<file path="src/lcs_pkg.sv">
// Package with register map, field layout and constants of the latching control switch bank.
package lcs_pkg;
  localparam int NUM_SWITCHES = 5;
  localparam int LABEL_CHARS = 32;
  localparam int ADDR_W = 8;
  localparam logic [7:0] ADDR_STATE = 8'h00;
  localparam logic [7:0] ADDR_EVT_FILTER = 8'h04;
  localparam logic [7:0] ADDR_IRQ_STATUS = 8'h08;
  localparam logic [7:0] ADDR_IRQ_MASK = 8'h0c;
  localparam logic [7:0] ADDR_EVT_CODE = 8'h10;
  localparam logic [7:0] ADDR_EVT_STAMP = 8'h14;
  localparam logic [7:0] ADDR_TIME = 8'h18;
  localparam logic [7:0] ADDR_LEVEL = 8'h1c;
  localparam logic [7:0] ADDR_LABEL_BASE = 8'h40;
  // Five labels of thirty-two bytes each fill the window up to 0xdf.
  localparam logic [7:0] ADDR_LABEL_END = 8'he0;
  localparam logic [1:0] LEVEL_USER = 2'h0;
  localparam logic [1:0] LEVEL_OPERATOR = 2'h1;
  localparam logic [1:0] LEVEL_CONFIGURATOR = 2'h2;
  localparam logic [1:0] LEVEL_SUPER = 2'h3;
  localparam logic [1:0] LEVEL_RESET = LEVEL_CONFIGURATOR;
  localparam logic [1:0] FILTER_BOTH = 2'h0;
  localparam logic [1:0] FILTER_ON_ONLY = 2'h1;
  localparam logic [1:0] FILTER_OFF_ONLY = 2'h2;
  localparam logic [1:0] FILTER_RESET = FILTER_BOTH;
  localparam int IRQ_EVENT_BIT = 0;
  localparam int IRQ_REJECT_BIT = 1;
  localparam int IRQ_OVERRUN_BIT = 2;
  localparam int IRQ_W = 3;
endpackage : lcs_pkg

</file>
<file path="src/lcs_event_stamp.sv">
// Event stamp unit: free-running time base and capture of one filtered switch event.
`timescale 1ns/1ns
module lcs_event_stamp #(
  parameter int NUM_SW = 5,
  parameter int TIME_W = 32
) (
  input wire logic ref_clk,
  input wire logic rst_n,
  input wire logic clk_en,
  input wire logic [NUM_SW-1:0] rise,
  input wire logic [NUM_SW-1:0] fall,
  input wire logic [1:0] filter_sel,
  input wire logic taken,
  output logic evt_valid,
  output logic [3:0] evt_code,
  output logic [TIME_W-1:0] evt_stamp,
  output logic [TIME_W-1:0] time_now,
  output logic overrun
);
  logic [TIME_W-1:0] time_reg;
  logic [NUM_SW-1:0] keep;
  logic any_keep;
  logic [3:0] code_sel;
  logic [TIME_W-1:0] time_next;

  // Filter each edge kind by the selection, both kinds pass by default.
  wire keep_on = (filter_sel != lcs_pkg::FILTER_OFF_ONLY);
  wire keep_off = (filter_sel != lcs_pkg::FILTER_ON_ONLY);
  genvar g;
  generate
    for (g = 0; g < NUM_SW; g = g + 1) begin : g_keep
      assign keep[g] = (rise[g] & keep_on) | (fall[g] & keep_off);
    end
  endgenerate
  assign any_keep = |keep;
  assign time_next = time_reg + {{(TIME_W-1){1'b0}}, 1'b1};

  // Code is switch index times two plus one for OFF; lowest switch wins a tie.
  always_comb begin
    code_sel = 4'h0;
    for (int i = NUM_SW - 1; i >= 0; i = i - 1) begin
      if (keep[i]) begin
        code_sel = {i[2:0], fall[i]};
      end
    end
  end

  assign time_now = time_reg;

  always_ff @(posedge ref_clk or negedge rst_n) begin
    if (!rst_n) begin
      time_reg <= '0;
      evt_valid <= 1'b0;
      evt_code <= 4'h0;
      evt_stamp <= '0;
      overrun <= 1'b0;
    end else if (clk_en) begin
      time_reg <= time_next;
      overrun <= any_keep & evt_valid & ~taken;
      if (any_keep) begin
        evt_valid <= 1'b1;
        evt_code <= code_sel;
        evt_stamp <= time_reg;
      end else if (taken) begin
        evt_valid <= 1'b0;
      end
    end
  end
endmodule : lcs_event_stamp

</file>
<file path="src/lcs_switch_bank.sv">
// Top module: latching control switch bank with Wishbone slave and interrupt.
`timescale 1ns/1ns
module lcs_switch_bank #(
  parameter int NUM_SW = lcs_pkg::NUM_SWITCHES,
  parameter int TIME_W = 32
) (
  input wire logic ref_clk,
  input wire logic rst_n,
  input wire logic clk_en,
  input wire logic local_cmd_valid,
  input wire logic [2:0] local_cmd_switch,
  input wire logic local_cmd_on,
  input wire logic [1:0] local_session_level,
  input wire logic remote_cmd_valid,
  input wire logic [2:0] remote_cmd_switch,
  input wire logic remote_cmd_on,
  input wire logic wb_cyc_i,
  input wire logic wb_stb_i,
  input wire logic wb_we_i,
  input wire logic [7:0] wb_adr_i,
  input wire logic [3:0] wb_sel_i,
  input wire logic [31:0] wb_dat_i,
  output logic [31:0] wb_dat_o,
  output logic wb_ack_o,
  output logic wb_err_o,
  output logic [NUM_SW-1:0] switch_out,
  output logic local_cmd_reject,
  output logic event_irq
);
  // Switch state and settings.
  logic [NUM_SW-1:0] state_reg;
  logic [NUM_SW-1:0] state_next;
  logic [NUM_SW-1:0] rise;
  logic [NUM_SW-1:0] fall;
  logic [2*NUM_SW-1:0] level_reg;
  logic [1:0] filter_reg;
  logic [lcs_pkg::IRQ_W-1:0] irq_status_reg;
  logic [lcs_pkg::IRQ_W-1:0] irq_mask_reg;
  logic [lcs_pkg::IRQ_W-1:0] irq_set;
  logic [7:0] label_mem [0:NUM_SW*lcs_pkg::LABEL_CHARS-1];
  logic evt_valid;
  logic [3:0] evt_code;
  logic [TIME_W-1:0] evt_stamp;
  logic [TIME_W-1:0] time_now;
  logic overrun;
  logic [31:0] rd_data;
  logic [31:0] label_word;
  logic [1:0] level_of_local;

  // Local panel command handling with access check.
  wire local_in_range = (local_cmd_switch < 3'(NUM_SW));
  wire remote_in_range = (remote_cmd_switch < 3'(NUM_SW));
  always_comb begin
    level_of_local = lcs_pkg::LEVEL_RESET;
    for (int i = 0; i < NUM_SW; i = i + 1) begin
      if (local_cmd_switch == 3'(i)) begin
        level_of_local = level_reg[2*i +: 2];
      end
    end
  end
  // A session below the switch's required level is turned away.
  wire local_ok = local_cmd_valid & local_in_range & (local_session_level >= level_of_local);
  wire local_rej = local_cmd_valid & ~local_ok;
  wire remote_ok = remote_cmd_valid & remote_in_range;

  // Only these two sources enter the next-state logic; nothing else can move a switch.
  // Remote is applied after local, so when both hit one switch in a cycle remote wins.
  always_comb begin
    state_next = state_reg;
    if (local_ok) begin
      state_next[local_cmd_switch] = local_cmd_on;
    end
    if (remote_ok) begin
      state_next[remote_cmd_switch] = remote_cmd_on;
    end
  end

  // A same-state command leaves state_next equal and so gives no edge.
  assign rise = state_next & ~state_reg;
  assign fall = ~state_next & state_reg;

  // Wishbone decode.
  wire wb_req = wb_cyc_i & wb_stb_i & ~wb_ack_o & ~wb_err_o;
  wire wr = wb_req & wb_we_i;
  wire rd_evt = wb_req & ~wb_we_i & (wb_adr_i == lcs_pkg::ADDR_EVT_CODE);
  wire in_label = (wb_adr_i >= lcs_pkg::ADDR_LABEL_BASE) & (wb_adr_i < lcs_pkg::ADDR_LABEL_END);
  wire [5:0] label_wi = 6'(wb_adr_i[7:2] - lcs_pkg::ADDR_LABEL_BASE[7:2]);
  wire label_hit = in_label & (label_wi < 6'(NUM_SW * lcs_pkg::LABEL_CHARS / 4));
  wire [7:0] label_base = {label_wi, 2'b00};
  wire mapped = label_hit | (wb_adr_i == lcs_pkg::ADDR_STATE)
    | (wb_adr_i == lcs_pkg::ADDR_EVT_FILTER) | (wb_adr_i == lcs_pkg::ADDR_IRQ_STATUS)
    | (wb_adr_i == lcs_pkg::ADDR_IRQ_MASK) | (wb_adr_i == lcs_pkg::ADDR_EVT_CODE)
    | (wb_adr_i == lcs_pkg::ADDR_EVT_STAMP) | (wb_adr_i == lcs_pkg::ADDR_TIME)
    | (wb_adr_i == lcs_pkg::ADDR_LEVEL);
  wire wr_filter = wr & (wb_adr_i == lcs_pkg::ADDR_EVT_FILTER) & wb_sel_i[0];
  wire wr_status = wr & (wb_adr_i == lcs_pkg::ADDR_IRQ_STATUS) & wb_sel_i[0];
  wire wr_mask = wr & (wb_adr_i == lcs_pkg::ADDR_IRQ_MASK) & wb_sel_i[0];
  wire wr_level = wr & (wb_adr_i == lcs_pkg::ADDR_LEVEL) & wb_sel_i[0];
  wire wr_level_hi = wr & (wb_adr_i == lcs_pkg::ADDR_LEVEL) & wb_sel_i[1];

  assign label_word = label_hit ? {label_mem[label_base + 8'h03], label_mem[label_base + 8'h02],
    label_mem[label_base + 8'h01], label_mem[label_base]} : 32'h0000_0000;

  always_comb begin
    rd_data = 32'h0000_0000;
    case (wb_adr_i)
      lcs_pkg::ADDR_STATE: rd_data[NUM_SW-1:0] = state_reg;
      lcs_pkg::ADDR_EVT_FILTER: rd_data[1:0] = filter_reg;
      lcs_pkg::ADDR_IRQ_STATUS: rd_data[lcs_pkg::IRQ_W-1:0] = irq_status_reg;
      lcs_pkg::ADDR_IRQ_MASK: rd_data[lcs_pkg::IRQ_W-1:0] = irq_mask_reg;
      lcs_pkg::ADDR_EVT_CODE: rd_data[4:0] = {evt_valid, evt_code};
      lcs_pkg::ADDR_EVT_STAMP: rd_data[TIME_W-1:0] = evt_stamp;
      lcs_pkg::ADDR_TIME: rd_data[TIME_W-1:0] = time_now;
      lcs_pkg::ADDR_LEVEL: rd_data[2*NUM_SW-1:0] = level_reg;
      default: rd_data = label_word;
    endcase
  end

  // Event capture: the code register is popped by reading it.
  lcs_event_stamp #(
    .NUM_SW(NUM_SW),
    .TIME_W(TIME_W)
  ) u_stamp (
    .ref_clk(ref_clk),
    .rst_n(rst_n),
    .clk_en(clk_en),
    .rise(rise),
    .fall(fall),
    .filter_sel(filter_reg),
    .taken(rd_evt),
    .evt_valid(evt_valid),
    .evt_code(evt_code),
    .evt_stamp(evt_stamp),
    .time_now(time_now),
    .overrun(overrun)
  );

  assign irq_set = {overrun, local_rej & clk_en, (|(rise | fall)) & clk_en};

  always_ff @(posedge ref_clk or negedge rst_n) begin
    if (!rst_n) begin
      state_reg <= '0;
      switch_out <= '0;
      local_cmd_reject <= 1'b0;
    end else if (clk_en) begin
      state_reg <= state_next;
      // Outputs go to the relay matrix and user logic in the same cycle as the state, both loaded from state_next.
      switch_out <= state_next;
      local_cmd_reject <= local_rej;
    end
  end

  always_ff @(posedge ref_clk or negedge rst_n) begin
    if (!rst_n) begin
      level_reg <= {NUM_SW{lcs_pkg::LEVEL_RESET}};
      filter_reg <= lcs_pkg::FILTER_RESET;
      irq_mask_reg <= '0;
    end else if (clk_en) begin
      if (wr_filter) filter_reg <= wb_dat_i[1:0];
      if (wr_mask) irq_mask_reg <= wb_dat_i[lcs_pkg::IRQ_W-1:0];
      if (wr_level) level_reg[7:0] <= wb_dat_i[7:0];
      if (wr_level_hi) level_reg[2*NUM_SW-1:8] <= wb_dat_i[2*NUM_SW-1:8];
    end
  end

  // Set wins over a write-one clear in the same cycle.
  always_ff @(posedge ref_clk or negedge rst_n) begin
    if (!rst_n) begin
      irq_status_reg <= '0;
      event_irq <= 1'b0;
    end else if (clk_en) begin
      irq_status_reg <= (irq_status_reg & ~(wr_status ? wb_dat_i[lcs_pkg::IRQ_W-1:0] : '0))
        | irq_set;
      event_irq <= |(irq_status_reg & irq_mask_reg);
    end
  end

  // Labels live in a byte array; no reset since software always loads them.
  always_ff @(posedge ref_clk) begin
    if (clk_en && wr && label_hit) begin
      for (int b = 0; b < 4; b = b + 1) begin
        if (wb_sel_i[b]) label_mem[label_base + 8'(b)] <= wb_dat_i[8*b +: 8];
      end
    end
  end

  always_ff @(posedge ref_clk or negedge rst_n) begin
    if (!rst_n) begin
      wb_ack_o <= 1'b0;
      wb_err_o <= 1'b0;
      wb_dat_o <= 32'h0000_0000;
    end else if (clk_en) begin
      wb_ack_o <= wb_req & mapped;
      wb_err_o <= wb_req & ~mapped;
      wb_dat_o <= (wb_req & ~wb_we_i & mapped) ? rd_data : 32'h0000_0000;
    end
  end
endmodule : lcs_switch_bank

</file>
<file path="config.mk">
export PLATFORM = sky130hd
export DESIGN_NAME = lcs_switch_bank
export DESIGN_NICKNAME = d
export VERILOG_FILES = /design/src/lcs_pkg.sv /design/src/lcs_event_stamp.sv /design/src/lcs_switch_bank.sv
export SDC_FILE = /design/constraint.sdc
export NUM_CORES = 2
export LEC_CHECK = 0
export BUFFER_PORTS_ARGS = -buffer_cell sky130_fd_sc_hd__buf_2
export CAP_MARGIN = 20
export CORE_MARGIN = 2
export CORE_UTILIZATION = 30
export DETAILED_ROUTE_END_ITERATION = 8
export SLEW_MARGIN = 0
export SYNTH_ARGS = -nofsm -noshare
export SYNTH_HDL_FRONTEND = slang
export SYNTH_SLANG_ARGS = --single-unit
</file>
<file path="constraint.sdc">
create_clock -name ref_clk -period 4.2 [get_ports ref_clk]
set_input_delay 0.42 -clock ref_clk [delete_from_list [all_inputs] [get_ports ref_clk]]
set_output_delay 0.42 -clock ref_clk [all_outputs]
set_load 0.05 [all_outputs]
</file>
======== Word-level counts from Yosys, hierarchy flattened ========
Memory sizes are Yosys's and may differ from the RTL's.
Index checks and enable logic that the tools add are counted.
operators by class
  add/sub/neg operators ................... 5
  magnitude comparators ................... 10
  equal/unequal tests ..................... 13
  multiplexer cells ....................... 40
  bitwise logic cells ..................... 66
  reduce and logical (&&, ||, !) cells .... 19
operator list
  kind                                                  number
  one-hot mux 22 bit (3 select lines)                   1
  two-way mux 32 bit                                    2
  bitwise AND 1 bit                                     38
  adder 32 x 1 -> 32 bit (second input constant)        1
  == test 8 x 5 -> 1 bit (second input constant)        4
  two-way mux 4 bit                                     5
  one-hot mux 5 bit (4 select lines)                    1
  adder 8 x 2 -> 8 bit (second input constant)          2
  == test 8 x 4 -> 1 bit (second input constant)        2
  two-way mux 1 bit                                     16
  one-hot mux 2 bit (8 select lines)                    1
  OR reduction 5 bit                                    3
  bitwise OR 1 bit                                      13
  one-hot mux 2 bit (6 select lines)                    1
  AND reduction 2 bit                                   6
  bitwise AND 5 bit                                     2
  bitwise mux 5 bit                                     2
  two-way mux 2 bit                                     5
  two-way mux 5 bit                                     2
  inverter 5 bit                                        2
  adder 8 x 1 -> 8 bit (second input constant)          1
  == test 8 x 3 -> 1 bit (second input constant)        1
  >= comparator 8 x 7 -> 1 bit (second input constant)  1
  logical NOT 8 bit                                     1
  25 further kinds                                      40
word-level totals
  register bits after elaboration ......... 129
  RAM bits ................................ 1280
  input port bits ......................... 62
  word-level logic and storage cells ...... 170
  memories kept ........................... 1
memory list
  name       words  bits a word  read ports  clocked after Yosys merged registers in  wr ports  RTL line               source
  label_mem  160    8            4           0                                        4         lcs_switch_bank.sv:40  logic [7:0] label_mem [0:NUM_SW*lcs_pkg::LABEL_CHARS-1];

======== Longest topological paths before layout ========
  word-level depth ........................ 20
  mapped depth ............................ 17

======== Cells and area by module ========
Synthesis repeated with hierarchy kept, for this count alone.
unflattened totals
  cells, all modules ...................... 2881
  area total of the unflattened synthesis .. 56497.9 um^2
modules (own cells, without submodules)
  module           instances  cells an instance  area each (um^2)  sequential area each (um^2)
  lcs_switch_bank  1          2636               53433.7           39919.5
  lcs_event_stamp  1          245                3064.2            1751.7

======== Least setup slack after synthesis ========
OpenSTA, ideal clock, no wires.
  kind .................................... input -> register
  start point ............................. input local_cmd_switch[1]
  end point ............................... register u_stamp.evt_stamp[10]
  library setup time ...................... 127 ps
  arrival ................................. 4179 ps
  data required time ...................... 4073 ps
  setup slack ............................. -106 ps
  cell stages on the path ................. 17
  buffers on the path ..................... 2
  cells stage by stage .................... clkbuf_1 > mux4_2 > inv_1 > o21ai_0 > ha_1 > nand2b_1 > a21oi_1 > nor4b_1 > nand4b_1 > and3_1 > ha_1 > or2_2 > a211oi_1 > o2bb2ai_1 > a21oi_4 > buf_6 > mux2_1
on the way
  word-level cells in the longest chain between the ends .. 17
  elaborated cells between the ends (all ways) .. 43
  those cells by class .................... 4 x order compare; 4 x eq/ne; 11 x mux; 20 x bitwise; 4 x reduce/logical
ends and longest elaborated chain
  what                             RTL line               source
  start: declaration               lcs_switch_bank.sv:11  input wire logic [2:0] local_cmd_switch,
  logical NOT 3 bit                lcs_switch_bank.sv:56  if (local_cmd_switch == 3'(i)) begin
  two-way mux 2 bit (5 in series)  lcs_switch_bank.sv:56
  >= comparator 2 bit              lcs_switch_bank.sv:62  wire local_ok = local_cmd_valid & local_in_range & (local_session_level >= level_of_local);
  bitwise AND 1 bit                lcs_switch_bank.sv:62
  two-way mux 5 bit *              lcs_switch_bank.sv:70  if (local_ok) begin
  bitwise mux 5 bit                lcs_switch_bank.sv:74  state_next[remote_cmd_switch] = remote_cmd_on;
  two-way mux 5 bit *              lcs_switch_bank.sv:73  if (remote_ok) begin
  inverter 5 bit                   lcs_switch_bank.sv:80  assign fall = ~state_next & state_reg;
  bitwise AND 5 bit                lcs_switch_bank.sv:80
  bitwise AND 1 bit                lcs_event_stamp.sv:32  assign keep[g] = (rise[g] & keep_on) | (fall[g] & keep_off);
  bitwise OR 1 bit                 lcs_event_stamp.sv:32
  OR reduction 5 bit *             lcs_event_stamp.sv:35  assign any_keep = |keep;
  AND reduction 2 bit (no line) *  --
  end signal: assignment           lcs_event_stamp.sv:63  evt_stamp <= time_reg;
  end: declaration                 lcs_event_stamp.sv:16  output logic [TIME_W-1:0] evt_stamp,
Every way passes the cells marked *; elsewhere a longest branch is shown, timed or not.
A chain may end at the register's enable or synchronous reset.

======== Worst setup path after layout ========
  start point ............................. register level_reg[6]
  end point ............................... register u_stamp.evt_stamp[8]
on the way
  word-level cells in the longest chain between the ends .. 13
  elaborated cells between the ends (all ways) .. 27
  those cells by class .................... 1 x order compare; 5 x mux; 19 x bitwise; 2 x reduce/logical
ends and longest elaborated chain
  what                               RTL line                source
  start: declaration                 lcs_switch_bank.sv:35   logic [2*NUM_SW-1:0] level_reg;
  start signal: assignment           lcs_switch_bank.sv:155  level_reg <= {NUM_SW{lcs_pkg::LEVEL_RESET}};
  start signal: assignment           lcs_switch_bank.sv:161  if (wr_level) level_reg[7:0] <= wb_dat_i[7:0];
  start signal: indexed assignment   lcs_switch_bank.sv:162  if (wr_level_hi) level_reg[2*NUM_SW-1:8] <= wb_dat_i[2*NUM_SW-1:8];
  two-way mux 2 bit * (2 in series)  lcs_switch_bank.sv:56
  >= comparator 2 bit *              lcs_switch_bank.sv:62
  bitwise AND 1 bit *                lcs_switch_bank.sv:62
  two-way mux 5 bit *                lcs_switch_bank.sv:70
  bitwise mux 5 bit                  lcs_switch_bank.sv:74
  two-way mux 5 bit *                lcs_switch_bank.sv:73
  inverter 5 bit                     lcs_switch_bank.sv:80
  bitwise AND 5 bit                  lcs_switch_bank.sv:80
  bitwise AND 1 bit                  lcs_event_stamp.sv:32
  bitwise OR 1 bit                   lcs_event_stamp.sv:32
  OR reduction 5 bit *               lcs_event_stamp.sv:35
  AND reduction 2 bit (no line) *    --
Marks and branches as above.

==> out/qor.yml <==
status:
  status: "finished, final reports clean"
clock_tree:
  htreeDepth: 4
  cts_buffers: 145
  root_buffer: "clkbuf_16"
  ctsLongestPathBuffers: 3
  path_clk_slew_ns: 0.06
  clk_latency_ns: 0.79
  cts_tree: "done"
  clock_sinks: 1409
routing:
  wl_per_cell_um: 25.85
  via_count: 29744
  ant_nets: 0
  route.detailed.drc: 0
  drt-pass1-iter-count: 5
  wirelength_um: 150700
  drt-vias-per-instance: 5.101
  drt_iter0_drc: 3500
critical_path:
  r2r_start: "level_reg[6]"
  ff2ff_setup_slack_ns: 0.11
  rr_worst_depth: 17
  start_kind: "register"
  r2r-end: "u_stamp.evt_stamp[8]"
  critPathCaptureType: "register"
  cp_max_fo: 13
  cp_data_required_time_ns: 4.85
  crit_start: "level_reg[6]"
  critPathArrivalTime_ns: 4.75
  worst-setup-path-type: "register to register"
pwr:
  p_seq_share_pct: 51.3
  powerDensity_mw_per_mm2: 459.8
  leakage_nw: 21.66
  switching_share_pct: 22.72
  power_switching_mw: 6.882
  p_comb_share_pct: 7.3
  clkPwrFrac_pct: 41.4
  p_int_mw: 23.41
  total_power_mw: 30.29
  peakVddDrop_mv: 0.2866
die:
  initial_utilization_pct: 30.11
  die_h_um: 437.7
  ios: 103
  placementRows: 159
  floorplan.die_area_mm2: 0.1916
  core_area_mm2: 0.1874
  die-width_um: 437.7
final_layout:
  final_cell_mix: "edfxtp_1 (1,280), mux4_2 (306), buf_4 (233), nor2_1 (193), clkbuf_16 (149)"
  multi_input_area_mm2: 0.01371
  design_area_mm2: 0.06589
  largest_register_ffs: 1280
  final_common_cell: "edfxtp_1"
  register_area_mm2: 0.04167
  fin_cells: 5831
  area_delta_synth_final_pct: 16.78
  fillers: 17460
  largest_register: "label_mem"
  drive_gt1_share_pct: 28.27
  nNetsFinal: 3295
timing:
  finalCritPeriodShare_pct: 97.48
  max_freq_mhz: 244.3
  slew_violations: 0
  min_period_ns: 4.094
  finalSetupViolCount: 0
  fin_setup_tns_ns: 0
  worst_slew_pin_slew_ns: 1.055
  finalClockSkew_ns: 0.02532
  hold_viol: 0
  slew_headroom_pct: 28.94
placed_design:
  port_buffers: 102
  place_area_mm2: 0.06117
  gp_congestion: 0.8341
  place_hpwl_um: 97330
  place_inst: 5556
yosys:
  synth_top_flop_cell: "edfxtp_1"
  ys_seq_area_share_pct: 73.86
  yosys_warnings: 0
  syn_area_per_cell_um2: 19.50
  syn_inst: 2893
  ys_types: 77
  synth_area_leaders: "edfxtp_1 (68%), mux4_2 (12%), dfrtp_1 (5.5%)"
  ys_ff_latch: 1409
  synth_top_area_share_pct: 68.13
  synth-async-reset-ratio_pct: 9.155
  synth_edf_count: 1280
  syn_nets: 2973
  synth_area_mm2: 0.05642
  synth_top_area_cell: "edfxtp_1"
job:
  maxCapViolCount: 0
global_routing:
  grt_max_degree: 105
  grt_pass1_vias: 29711
  grt_pass1_wl_um: 215900
  antenna_found_initial: 20
  overflow: 0
  grt.total_usage_pct: 15.49
min_path:
  min_from: "wb_we_i"
  whs_path_depth: 4
  hold_end: "wb_dat_o[3]"
  hp-class: "input pin to register"
==> power groups by stage <==
stage	registers, mW	logic (mW)	clock network (mW)
detailed placement	15.8	2.13	0
global placement	15.8	2.11	0
finish	15.6	2.20	12.5
CTS	15.5	2.15	12.8
floorplan	15.8	1.16	0
global route	15.6	2.34	13.3
==> worst max-delay path by stage <==
stage                     slack, ns  cells past startpoint                    end
after floorplan                0.08                     17  u_stamp.evt_stamp[10]
after global placement        -0.20                     17  u_stamp.evt_stamp[31]
after detailed placement      -0.24                     17  u_stamp.evt_stamp[21]
after CTS                     0.003                     16  u_stamp.evt_stamp[21]
after global routing          -0.02                     17   u_stamp.evt_stamp[8]
final                          0.11                     17   u_stamp.evt_stamp[8]
==> through the flow <==
step	util (%)	setup slack [ns]	hold slack [ns]
floorplan	-	0.08090	0.1244
global placement	32.64	-0.1960	0.4661
detailed placement	32.64	-0.2371	0.4788
CTS	35.11	0.003304	0.05162
global route	35.15	-0.01560	0.1060
finish	35.16	0.1059	0.1013
==> cells by family (layout without fill, tap and decap cells) <==
logic type               after synthesis  after routing  synth area share (%)
flip-flops                          1409           1409                 73.86
multiplexers                         478            478                 15.44
adder cells (fa/ha/maj)               18             18                0.3992
XOR/XNOR                              31             31                0.4812
buffers and inverters                223            659                 2.003
other                                  0              7                     0
AND/OR/NAND/NOR                      419            419                 3.544
AO/OA/AOI/OAI                        315            315                 4.273
==> synthesized netlist by cell type (all sizes together), types with 8 or more instances <==
cell type  number
a221oi         31
mux2           75
xor2           12
nor3           10
nand2          53
nand3          65
o221ai         31
a22o           17
edfxtp       1280
a22oi          29
a21oi          68
and2            8
ha             18
o32ai          24
mux4          306
nand2b         10
mux2i          97
xnor2          19
nand4          11
dfrtp         124
and3           10
buf           114
a31oi          10
a221o          29
a211o          11
clkbuf         64
inv            44
nor2          198
nand3b          8
o21ai          14
==> area by class of cell <==
type | count | share of cell area [%]
clock inverter | 82 | 1.143
antenna | 7 | 0.02659
multi-input combinational | 1261 | 20.81
sequential | 1409 | 63.25
clock buffer | 179 | 5.798
tap | 2495 | 4.738
timing repair buffer | 353 | 3.988
inverter | 45 | 0.2564
==> repair_timing <==
action | CTS | global route
gates resized for setup | 3 | 3
setup buffers | 1 | 1
hold endpoints to repair | 101 | 0
cloned | 0 | 1
hold buffers | 3 | 0
pin swaps | 0 | 3
setup endpoints to repair | 26 | 32
==> per-layer routing <==
layer,vias to the layer above,global-route usage [%],routed length [um]
met5,-,0,93
met4,14,4.588,3654
met3,231,4.136,13370
met2,1228,23.99,70020
met1,15731,21.33,63590
li1,12540,-,-
==> worst max-delay path: stages, from the launching register on <==
cell	delay [ns]
dfrtp_1	0.38
mux4_2	0.46
inv_1	0.07
o21ai_0	0.07
ha_1	0.27
nand2b_1	0.19
a21oi_4	0.25
or4b_1	0.17
o211ai_1	0.14
and3_1	0.21
ha_1	0.21
or2_2	0.30
a211oi_2	0.31
o2bb2ai_2	0.14
a21oi_4	0.16
buf_12	0.14
clkbuf_16	0.17
mux2_1	0.33
Note: power is estimated with default switching activity, not from simulation.
